`src/sensor_fifo_pkg.sv`:
```
// Shared register map, field layout, sizes and encodings of the sample queue.
package sensor_fifo_pkg;
   localparam logic [7:0] ADDR_PRESS_HIGH = 8'h01;
   localparam logic [7:0] ADDR_TEMP_LOW   = 8'h05;
   localparam logic [7:0] ADDR_DELTA_HIGH = 8'h0a;
   localparam logic [7:0] ADDR_DELTA_LOW  = 8'h0b;
   localparam logic [7:0] ADDR_IDENTITY   = 8'h0c;
   localparam logic [7:0] ADDR_STATUS     = 8'h0d;
   localparam logic [7:0] ADDR_DATA_PORT  = 8'h0e;
   localparam logic [7:0] ADDR_SETUP      = 8'h0f;
   // Arbitrary neutral identity value; the real one comes from fuses.
   localparam logic [7:0] IDENTITY_DEFAULT = 8'h5a;
   localparam logic [7:0] REG_RESET        = 8'h00;
   localparam int STORE_DEPTH  = 32;
   localparam int STAGE_DEPTH  = 4;
   localparam int SAMPLE_WIDTH = 40;
   localparam int COUNT_WIDTH  = 6;
   localparam int DELTA_WIDTH  = 12;
   localparam int TEMP_WIDTH   = 16;
   localparam int PRESS_WIDTH  = 24;
   localparam int MODE_HI      = 7;
   localparam int MODE_LO      = 6;
   localparam int THR_HI       = 5;
   localparam int OVF_BIT      = 7;
   localparam int THR_FLAG_BIT = 6;
   localparam int TEMP_FRAC_LO = 4;
   localparam logic [3:0] RESERVED_NIBBLE = 4'h0;
   typedef enum logic [1:0] {
      MODE_OFF      = 2'b00,
      MODE_CIRCULAR = 2'b01,
      MODE_STOP     = 2'b10,
      MODE_UNUSED   = 2'b11
   } queue_mode_t;
   typedef enum logic [2:0] {
      BYTE_PRESS_HIGH,
      BYTE_PRESS_MID,
      BYTE_PRESS_LOW,
      BYTE_TEMP_HIGH,
      BYTE_TEMP_LOW
   } byte_pos_t;
endpackage

```
`src/stream_if.sv`:
```
// Valid/ready word stream between the queue's own modules.
interface stream_if #(parameter int WIDTH = 40) ();
   logic             valid;
   logic             ready;
   logic [WIDTH-1:0] data;
   modport source (output valid, output data, input ready);
   modport sink   (input valid, input data, output ready);
endinterface
```
`src/queue_buffer.sv`:
```
// Parameterised word FIFO with a registered head word.
module queue_buffer
#(
   parameter int WIDTH = 40,
   parameter int DEPTH = 4,
   localparam int AW = $clog2(DEPTH),
   localparam int CW = $clog2(DEPTH + 1)
)
(
   input  wire logic    clock,
   input  wire logic    rstn,
   input  wire logic    flush,
   stream_if.sink       inPort,
   stream_if.source     outPort,
   output logic [CW-1:0] count
);
   logic [WIDTH-1:0] mem [DEPTH];
   logic [WIDTH-1:0] headData;
   logic [AW-1:0]    wrPtr;
   logic [AW-1:0]    rdPtr;
   logic             space;
   wire              pop = outPort.valid && outPort.ready;
   // A full buffer still takes a word in the cycle it gives one away.
   wire              push = inPort.valid && (space || pop);
   wire [AW-1:0]     rdNext = AW'(rdPtr + 1'b1);
   wire [CW-1:0]     next_count = CW'(count + CW'(push) - CW'(pop));
   wire              headLoad = push && (count == '0 || (count == CW'(1) && pop));

   assign outPort.valid = count != '0;
   assign outPort.data  = headData;
   assign inPort.ready  = space;

   always_ff @(posedge clock)
   begin
      if (push)
         mem[wrPtr] <= inPort.data;
   end

   always_ff @(posedge clock or negedge rstn)
   begin
      if (!rstn)
      begin
         wrPtr    <= '0;
         rdPtr    <= '0;
         count    <= '0;
         space    <= 1'b1;
         headData <= '0;
      end
      else if (flush)
      begin
         wrPtr    <= '0;
         rdPtr    <= '0;
         count    <= '0;
         space    <= 1'b1;
         headData <= '0;
      end
      else
      begin
         wrPtr <= push ? AW'(wrPtr + 1'b1) : wrPtr;
         rdPtr <= pop ? rdNext : rdPtr;
         count <= next_count;
         space <= next_count != CW'(DEPTH);
         if (headLoad)
            headData <= inPort.data;
         else if (pop)
            headData <= mem[rdNext];
      end
   end
endmodule // queue_buffer

```
`src/sensor_sample_queue.sv`:
```
// Sample queue, delta, identity, status and setup registers of the sensor.
module sensor_sample_queue
#(
   parameter logic [7:0] IDENTITY = sensor_fifo_pkg::IDENTITY_DEFAULT
)
(
   input  wire logic        clock,
   input  wire logic        rstn,
   input  wire logic [7:0]  regAddr,
   input  wire logic        regRead,
   input  wire logic        regWrite,
   input  wire logic [7:0]  regWriteData,
   output logic [7:0]       regReadData,
   input  wire logic        sampleValid,
   input  wire logic [23:0] samplePressure,
   input  wire logic [15:0] sampleTemp,
   output logic             sampleReady,
   input  wire logic        rawMode,
   input  wire logic        deviceActive,
   output logic             queueEvent,
   output logic             queueEnabled
);
   localparam int CW = sensor_fifo_pkg::COUNT_WIDTH;
   localparam int DW = sensor_fifo_pkg::DELTA_WIDTH;

   stream_if #(.WIDTH(sensor_fifo_pkg::SAMPLE_WIDTH)) stageIn ();
   stream_if #(.WIDTH(sensor_fifo_pkg::SAMPLE_WIDTH)) stageOut ();
   stream_if #(.WIDTH(sensor_fifo_pkg::SAMPLE_WIDTH)) storeIn ();
   stream_if #(.WIDTH(sensor_fifo_pkg::SAMPLE_WIDTH)) storeOut ();

   sensor_fifo_pkg::queue_mode_t mode;
   sensor_fifo_pkg::byte_pos_t   bytePos;
   sensor_fifo_pkg::byte_pos_t   next_bytePos;
   logic [CW-1:0]                threshold;
   logic [CW-1:0]                storeCount;
   logic [DW-1:0]                tempDelta;
   logic [DW-1:0]                prevTemp;
   logic                         overflowFlag;
   logic                         thresholdFlag;
   logic                         prevCause;
   logic                         activeSeen;
   logic [7:0]                   byteValue;

   // Register access decode.
   wire setupWrite  = regWrite && regAddr == sensor_fifo_pkg::ADDR_SETUP;
   wire statusRead  = regRead && regAddr == sensor_fifo_pkg::ADDR_STATUS;
   wire outDataAddr = regAddr >= sensor_fifo_pkg::ADDR_PRESS_HIGH
                      && regAddr <= sensor_fifo_pkg::ADDR_TEMP_LOW;
   wire pressHigh   = regAddr == sensor_fifo_pkg::ADDR_PRESS_HIGH;
   wire enabled     = mode == sensor_fifo_pkg::MODE_CIRCULAR
                      || mode == sensor_fifo_pkg::MODE_STOP;
   wire dataRead    = regRead && (regAddr == sensor_fifo_pkg::ADDR_DATA_PORT
                      || (enabled && pressHigh));

   // Setup write filtering.
   wire [1:0] newModeBits = regWriteData[sensor_fifo_pkg::MODE_HI:sensor_fifo_pkg::MODE_LO];
   wire [CW-1:0] newThreshold = regWriteData[sensor_fifo_pkg::THR_HI:0];
   // The two running modes cannot be swapped directly; any other change is taken.
   wire modeAllowed = newModeBits == sensor_fifo_pkg::MODE_OFF
                      || newModeBits == sensor_fifo_pkg::MODE_UNUSED
                      || mode == sensor_fifo_pkg::MODE_OFF
                      || mode == sensor_fifo_pkg::MODE_UNUSED
                      || newModeBits == mode;
   // Threshold only changes in standby, so a running count is never rejudged mid-run.
   wire thresholdAllowed = !deviceActive;

   // Flush control.
   wire activation = deviceActive && !activeSeen;
   wire flush      = !enabled || activation;

   // Queue data movement.
   // The store's registered ready is its not-full state, so no second compare is kept.
   wire storeFull  = !storeIn.ready;
   wire hostTaking = dataRead && storeOut.valid;
   wire lastByte   = bytePos == sensor_fifo_pkg::BYTE_TEMP_LOW;
   wire hostPop    = hostTaking && lastByte;
   wire arriving   = stageOut.valid && stageOut.ready;
   wire overflowEvent = arriving && storeFull;
   wire circPop    = overflowEvent && mode == sensor_fifo_pkg::MODE_CIRCULAR;
   wire stopDrop   = overflowEvent && mode == sensor_fifo_pkg::MODE_STOP;
   // A host pop leaves the store short of full in the very next cycle.
   wire stillFull  = storeFull && !hostPop;

   assign stageIn.valid = sampleValid && enabled;
   assign stageIn.data  = {samplePressure, sampleTemp};
   // A host pop holds back the transfer so that the head never moves twice per cycle.
   assign stageOut.ready = !hostPop;
   assign storeIn.valid  = arriving && !stopDrop;
   assign storeIn.data   = stageOut.data;
   assign storeOut.ready = hostPop || circPop;

   queue_buffer
   #(
      .WIDTH (sensor_fifo_pkg::SAMPLE_WIDTH),
      .DEPTH (sensor_fifo_pkg::STAGE_DEPTH)
   )
   stage
   (
      .clock   (clock),
      .rstn    (rstn),
      .flush   (flush),
      .inPort  (stageIn.sink),
      .outPort (stageOut.source),
      .count   ()
   );

   queue_buffer
   #(
      .WIDTH (sensor_fifo_pkg::SAMPLE_WIDTH),
      .DEPTH (sensor_fifo_pkg::STORE_DEPTH)
   )
   store
   (
      .clock   (clock),
      .rstn    (rstn),
      .flush   (flush),
      .inPort  (storeIn.sink),
      .outPort (storeOut.source),
      .count   (storeCount)
   );

   // Byte position within the head sample.
   always_comb
   begin
      next_bytePos = bytePos;
      if (flush || circPop)
         next_bytePos = sensor_fifo_pkg::BYTE_PRESS_HIGH;
      else if (hostTaking)
      begin
         case (bytePos)
            sensor_fifo_pkg::BYTE_PRESS_HIGH: next_bytePos = sensor_fifo_pkg::BYTE_PRESS_MID;
            sensor_fifo_pkg::BYTE_PRESS_MID:  next_bytePos = sensor_fifo_pkg::BYTE_PRESS_LOW;
            sensor_fifo_pkg::BYTE_PRESS_LOW:  next_bytePos = sensor_fifo_pkg::BYTE_TEMP_HIGH;
            sensor_fifo_pkg::BYTE_TEMP_HIGH:  next_bytePos = sensor_fifo_pkg::BYTE_TEMP_LOW;
            default:                          next_bytePos = sensor_fifo_pkg::BYTE_PRESS_HIGH;
         endcase
      end
   end

   // Head byte selection.
   always_comb
   begin
      case (bytePos)
         sensor_fifo_pkg::BYTE_PRESS_HIGH: byteValue = storeOut.data[39:32];
         sensor_fifo_pkg::BYTE_PRESS_MID:  byteValue = storeOut.data[31:24];
         sensor_fifo_pkg::BYTE_PRESS_LOW:  byteValue = storeOut.data[23:16];
         sensor_fifo_pkg::BYTE_TEMP_HIGH:  byteValue = storeOut.data[15:8];
         default:                          byteValue = storeOut.data[7:0];
      endcase
   end

   // Status and flags.
   wire thresholdHit = threshold != '0 && storeCount > threshold;
   wire cause        = overflowFlag || thresholdFlag;
   wire causeRise    = cause && !prevCause;
   wire [DW-1:0] newTemp = sampleTemp[sensor_fifo_pkg::TEMP_WIDTH-1:sensor_fifo_pkg::TEMP_FRAC_LO];
   wire deltaUpdate  = sampleValid && !rawMode;

   // Read data selection.
   wire [7:0] statusValue = {overflowFlag, thresholdFlag, storeCount};
   wire [7:0] setupValue  = {mode, threshold};
   wire [7:0] portValue   = storeOut.valid ? byteValue : 8'h00;
   wire [7:0] deltaHigh   = tempDelta[DW-1:sensor_fifo_pkg::TEMP_FRAC_LO];
   wire [7:0] deltaLow    = {tempDelta[sensor_fifo_pkg::TEMP_FRAC_LO-1:0],
                             sensor_fifo_pkg::RESERVED_NIBBLE};
   wire [7:0] readMux =
      dataRead                                   ? portValue   :
      (enabled && outDataAddr)                   ? 8'h00       :
      regAddr == sensor_fifo_pkg::ADDR_DELTA_HIGH ? deltaHigh   :
      regAddr == sensor_fifo_pkg::ADDR_DELTA_LOW  ? deltaLow    :
      regAddr == sensor_fifo_pkg::ADDR_IDENTITY   ? IDENTITY    :
      regAddr == sensor_fifo_pkg::ADDR_STATUS     ? statusValue :
      regAddr == sensor_fifo_pkg::ADDR_SETUP      ? setupValue  :
      8'h00;

   always_ff @(posedge clock or negedge rstn)
   begin
      if (!rstn)
      begin
         mode      <= sensor_fifo_pkg::MODE_OFF;
         threshold <= '0;
      end
      else if (setupWrite)
      begin
         mode      <= modeAllowed ? sensor_fifo_pkg::queue_mode_t'(newModeBits) : mode;
         threshold <= thresholdAllowed ? newThreshold : threshold;
      end
   end

   always_ff @(posedge clock or negedge rstn)
   begin
      if (!rstn)
      begin
         tempDelta <= '0;
         prevTemp  <= '0;
      end
      else if (deltaUpdate)
      begin
         tempDelta <= DW'(newTemp - prevTemp);
         prevTemp  <= newTemp;
      end
   end

   always_ff @(posedge clock or negedge rstn)
   begin
      if (!rstn)
      begin
         overflowFlag  <= 1'b0;
         thresholdFlag <= 1'b0;
         activeSeen    <= 1'b0;
         bytePos       <= sensor_fifo_pkg::BYTE_PRESS_HIGH;
      end
      else
      begin
         // The flag drops as soon as a read frees a slot.
         overflowFlag  <= !flush && (overflowEvent || (overflowFlag && stillFull));
         thresholdFlag <= !flush && thresholdHit;
         activeSeen    <= deviceActive;
         bytePos       <= next_bytePos;
      end
   end

   always_ff @(posedge clock or negedge rstn)
   begin
      if (!rstn)
      begin
         prevCause    <= 1'b0;
         queueEvent   <= 1'b0;
         regReadData  <= sensor_fifo_pkg::REG_RESET;
         queueEnabled <= 1'b0;
      end
      else
      begin
         prevCause    <= cause;
         // A new cause in the clearing cycle wins over the status read.
         queueEvent   <= causeRise || (queueEvent && !statusRead);
         regReadData  <= regRead ? readMux : regReadData;
         queueEnabled <= enabled;
      end
   end

   assign sampleReady = stageIn.ready;
endmodule // sensor_sample_queue

```
`config.mk`:
```
export PLATFORM = sky130hd
export DESIGN_NAME = sensor_sample_queue
export DESIGN_NICKNAME = d
export VERILOG_FILES = /design/src/sensor_fifo_pkg.sv /design/src/stream_if.sv /design/src/queue_buffer.sv /design/src/sensor_sample_queue.sv
export SDC_FILE = /design/constraint.sdc
export NUM_CORES = 2
export LEC_CHECK = 0
export ABC_CLOCK_PERIOD_IN_PS = 13300
export BUFFER_PORTS_ARGS = -buffer_cell sky130_fd_sc_hd__buf_4
export CORE_ASPECT_RATIO = 1.4
export CORE_MARGIN = 1.5
export CORE_UTILIZATION = 63
export DETAILED_ROUTE_END_ITERATION = 8
export PLACE_DENSITY_LB_ADDON = 0.3
export SETUP_SLACK_MARGIN = 0.3
export SLEW_MARGIN = 10
export SYNTH_ARGS = -nofsm -noshare
export SYNTH_HDL_FRONTEND = slang
export SYNTH_HIERARCHICAL = 1
export SYNTH_SLANG_ARGS = --single-unit
```
`constraint.sdc`:
```
create_clock -name clock -period 13.3 [get_ports clock]
set_input_delay 0.665 -clock clock [delete_from_list [all_inputs] [get_ports clock]]
set_output_delay 0.665 -clock clock [all_outputs]
set_load 0.01 [all_outputs]
```
==> results by stage <==
Clock tree:
- After clock tree synthesis, the clock-pin slew on the worst setup and hold paths is 0.07 ns.
- The TritonCTS buffer count is 138.
- The maximum level of the CTS H-tree is 4.
- The clock passes through at most 3 buffers.
- TritonCTS built the clock tree.
- The post-CTS setup-driven buffer insertion count is 0.
- For this design, the sink count on the clock tree is 1594.
- CTS placed an instance of clkbuf_16 at the clock tree root.
- The clock latency at the later pin of the worst-skew pair is 0.78 ns.

Floorplanning:
- From left edge to right edge, the die measures 273.1 um.
- The boundary pin count is 74.
- The die covers 104100 sq um.
- The floorplan die height is 381.1 um.
- The initialized floorplan defines 138 standard-cell rows.
- The initial utilization of the core area, before any placement, comes to 63.59%.
- The floorplan step defined a core boundary enclosing 101200 sq um.

Synthesis:
- By area the synthesized netlist is led by edfxtp_1 67%, dfrtp_1 5.9%, mux2_2 5.8%, mux2i_1 2.6%, a2111oi_0 2.2%.
- The yosys synthesis warning count is 6.
- The number of distinct library cells after synthesis is 74.
- The number of synthesized flops with an enable pin is 1440.
- The sequential element share of the synthesized area is 73.20%.
- The flip-flop and latch count after synthesis is 1594.
- The post-synthesis cell area is 64340 sq um.
- The share of synthesized area in the top cell type comes to 67.20%.
- Counting every instance in the synthesized netlist gives 3777.
- The largest total area in the synthesized netlist belongs to edfxtp_1.
- Averaged over all synthesized cells, the footprint is 17.04 sq um.
- Counting every net in the synthesized netlist gives 3883.
- In the synthesized netlist the dominant register cell turns out to be edfxtp_1.
- For this run, asynchronously set or reset flops after synthesis account for 9.661%.

Place:
- The pre-CTS worst setup slack is 6.953 ns.
- Port buffering added 73 buffers.
- Including well taps, the total number of placed cells is 5037.
- At the end of routability-driven placement, the weighted congestion stood at 0.8851.
- The total half-perimeter wirelength after legalization and detailed placement is 92.18 mm.

Worst setup path:
- STA classifies the critical path startpoint as a register.
- The signal arrival time at the worst endpoint is 6.79 ns.
- The path type of the worst setup path is reg -> reg.
- In this run the worst path has a maximum fanout of 22.
- The capturing element type of the critical path is a register.
- At the worst endpoint, the required time is 13.70 ns.

Detailed routing:
- The total iterations of the first detailed-routing run is 5.
- After detailed routing, the number of vias per cell comes to 6.875.
- The final layout contains routed wiring with a total length of 161.4 mm.
- Once detail routing completed, the nets flagged for antenna violations numbered 0.
- The final route contains 36389 vias.
- The total length of routed met3 wires is 15.16 mm.
- The routed metal-1 wirelength is 56.81 mm.
- The count of unresolved DRC violations after routing is 0.
- The routed wirelength normalized by instance count is 30.50 um.
- The highest signal layer in the routed design is met4.
- The number of DRC markers in iteration 0 is 4078.
- The total met2 wirelength after detailed routing is 80.96 mm.

Pwr:
- The highest ir drop seen on vdd is 137.5 uV.
- The leakage power of the design is 25.90 nW.
- In this run the power density over the cells is 134.6 nW/um^2.

Timing:
- In the finished design, the share of the clock period the worst path needs comes to 47.98%.
- In the final timing run, aggregate negative setup slack is 0 ns.
- Headroom to the max-slew limit came out at 4.422%.
- Setup violations remaining at the end of the flow were counted as 0.
- The worst path meets setup with 6.918 ns of slack.
- Setup repair after global routing left no endpoint under its margin.
- The worst hold-check slack is 0.1004 ns.
- The number of hold-slack violations in the final timing report is 0.
- The number of max-slew violations in the final report was 0.
- The measured slew at the worst slew-check pin is 1.398 ns.
- The worst path in the final design needs a cycle of 6.382 ns, including I/O delays and setup.
- The maximum clock frequency is 156.7 MHz.
- Between clock sinks in the finished design, the worst skew comes to 0.03140 ns.

Layout:
- In the final layout, the share of cells above drive strength 1 is 22.64%.
- Excluding fillers, the count of instances in the completed layout stands at 5293.
- The number of nets in the layout is 3956.
- The post-layout utilization of the core is 70.17%.
- The layout overhead on the synthesized area is 10.34%.
- The fill cell total of the finished layout is 6258.

Global routing:
- The initial antenna violation count was 2.
- Entering global routing, the biggest net connects 149 pins.
- Global routing finished with a remaining overflow of 0.
- The first global-routing pass estimated 237.7 mm of wire.
- The via count of the first global-routing pass is 36824.
- For this run, the total global-route usage over all layers was measured as 31.42%.

Flow run:
- The number of max-cap violations is 0.

Status:
- The flow ran to the end, and the final reports show no timing, DRC or antenna violations.

Worst hold path:
- The worst hold path belongs to the class in -> reg.
where the power goes:
group / leakage (nW) / switching, mW / internal [mW]
clock network: 2.16 / 1.75 / 2.20
registers: 18.1 / 0.0179 / 5.42
logic: 5.63 / 0.108 / 0.0551
cells by family (layout without fill, tap and decap cells):
logic type / after synthesis / count (layout) / synth area share, %
other: 0 / 1 / 0
multiplexers: 557 / 557 / 10.29
adder cells (fa/ha/maj): 43 / 43 / 0.8712
XOR/XNOR: 20 / 20 / 0.3053
flip-flops: 1594 / 1594 / 73.20
AO/OA/AOI/OAI: 716 / 716 / 8.630
buffers and inverters: 305 / 490 / 2.246
AND/OR/NAND/NOR: 542 / 542 / 4.457
critical path: stages (launching register included):
cell and delay (ns):
dfrtp_1 0.45, inv_1 0.09, ha_1 0.38, inv_1 0.06
o41ai_1 0.42, nor2b_1 0.75, nand3_1 0.53, nand2_1 0.25
o21a_1 0.33, o21a_1 0.51, nand2_1 0.73, nor2_4 0.91
buf_4 0.55
metrics by stage:
step / instance area, sq um / total power [mW]
final: 70990 / 9.556
after global routing: 70990 / 9.776
after CTS: 70950 / 9.578
after detailed placement: 66530 / 5.707
after global placement: 66530 / 5.702
after floorplan: 64340 / 5.628
registers in the layout, indices dropped and copies added (netlist names), 3 cells and up:
name / flops
bytePos: 3
regReadData: 8
prevTemp: 12
stage/mem: 160
threshold: 6
store/count: 6
store/outPort.data: 40
stage/outPort.data: 40
store/wrPtr: 5
store/mem: 1280
stage/count: 3
tempDelta: 12
store/rdPtr: 5
worst paths after layout:
path                                           from                                 end  slack (ns)  cells past startpoint
worst max-delay path            mode[0]$_DFFE_PN0P_          store/mem[5][17]$_DFFE_PP_        6.92                     12
max in group asynchronous                      rstn  stage/outPort.data[21]$_DFFE_PN0P_       10.88                      4
worst min register to register  prevCause$_DFF_PN0_                queueEvent$_DFF_PN0_        0.45                      1
worst min-delay path                  sampleTemp[1]           stage/mem[2][1]$_DFFE_PP_        0.10                      1
worst max register to register  mode[0]$_DFFE_PN0P_          store/mem[5][17]$_DFFE_PP_        6.92                     12
min in group asynchronous                      rstn              queueEnabled$_DFF_PN0_        0.45                      2
synthesized netlist by cell type (4+ instances only):
library cell and n:
a2111oi_0 162, a211oi_1 141, a211oi_2 20, a21o_1 4, a21oi_1 27, a22oi_1 42, a311oi_2 40, a31oi_1 8
and2_1 5, buf_1 12, buf_2 96, buf_4 18, buf_6 15, clkbuf_1 110, dfrtp_1 152, edfxtp_1 1440
ha_1 40, inv_1 53, mux2_2 333, mux2_4 6, mux2i_1 169, mux4_2 48, nand2_1 133, nand2b_1 10
nand3_1 11, nand3b_1 6, nand4_1 5, nor2_1 72, nor2b_1 172, nor3_1 51, nor3b_1 6, nor4_1 42
o21a_1 8, o21ai_0 30, o21ai_1 40, o22ai_1 160, o31ai_1 6, or3_1 5, xnor2_1 8, xor2_1 10
layout make-up:
class	count	area (sq um)	area share, %
clock inverters	64	538.0	0.7578
flip-flops and latches	1594	47110	66.36
repair buffers	184	1435	2.021
inverters	54	202.7	0.2855
multi-input cells	1878	16170	22.78
well taps	1330	1664	2.344
diodes	1	2.502	0.003525
clock buffers	188	3870	5.451
placed cells by master (no fill, tap or decap), types with 29 or more instances in the layout:
cell type  Yosys  layout
edfxtp_1    1440    1440
mux2_2       333     333
buf_4         18     178
nor2b_1      172     172
mux2i_1      169     168
o22ai_1      160     160
a2111oi_0    162     159
clkbuf_16      0     145
dfrtp_1      152     142
a211oi_1     141     141
nand2_1      133     131
inv_1         53      53
mux4_2        48      48
nor3_1        51      48
nor2_1        72      41
nor4_1        42      41
a22oi_1       42      41
ha_1          40      40
a311oi_2      40      40
o21ai_1       40      40
clkbuf_1     110      35
nor2_4         0      31
o21ai_0       30      29
routing by layer:
layer,track usage (%),up-vias
met1,40.42,18497
met5,0,-
met4,15.74,0
met3,5.433,442
li1,-,15298
met2,51.82,2152
repair_timing:
| item | 4_1_cts | 5_1_grt |
|---|---|---|
| hold endpoints to repair | 60 | 0 |
| gates resized for setup | 0 | 0 |
| hold buffers | 2 | 0 |
(Power assumes the default switching activity.)
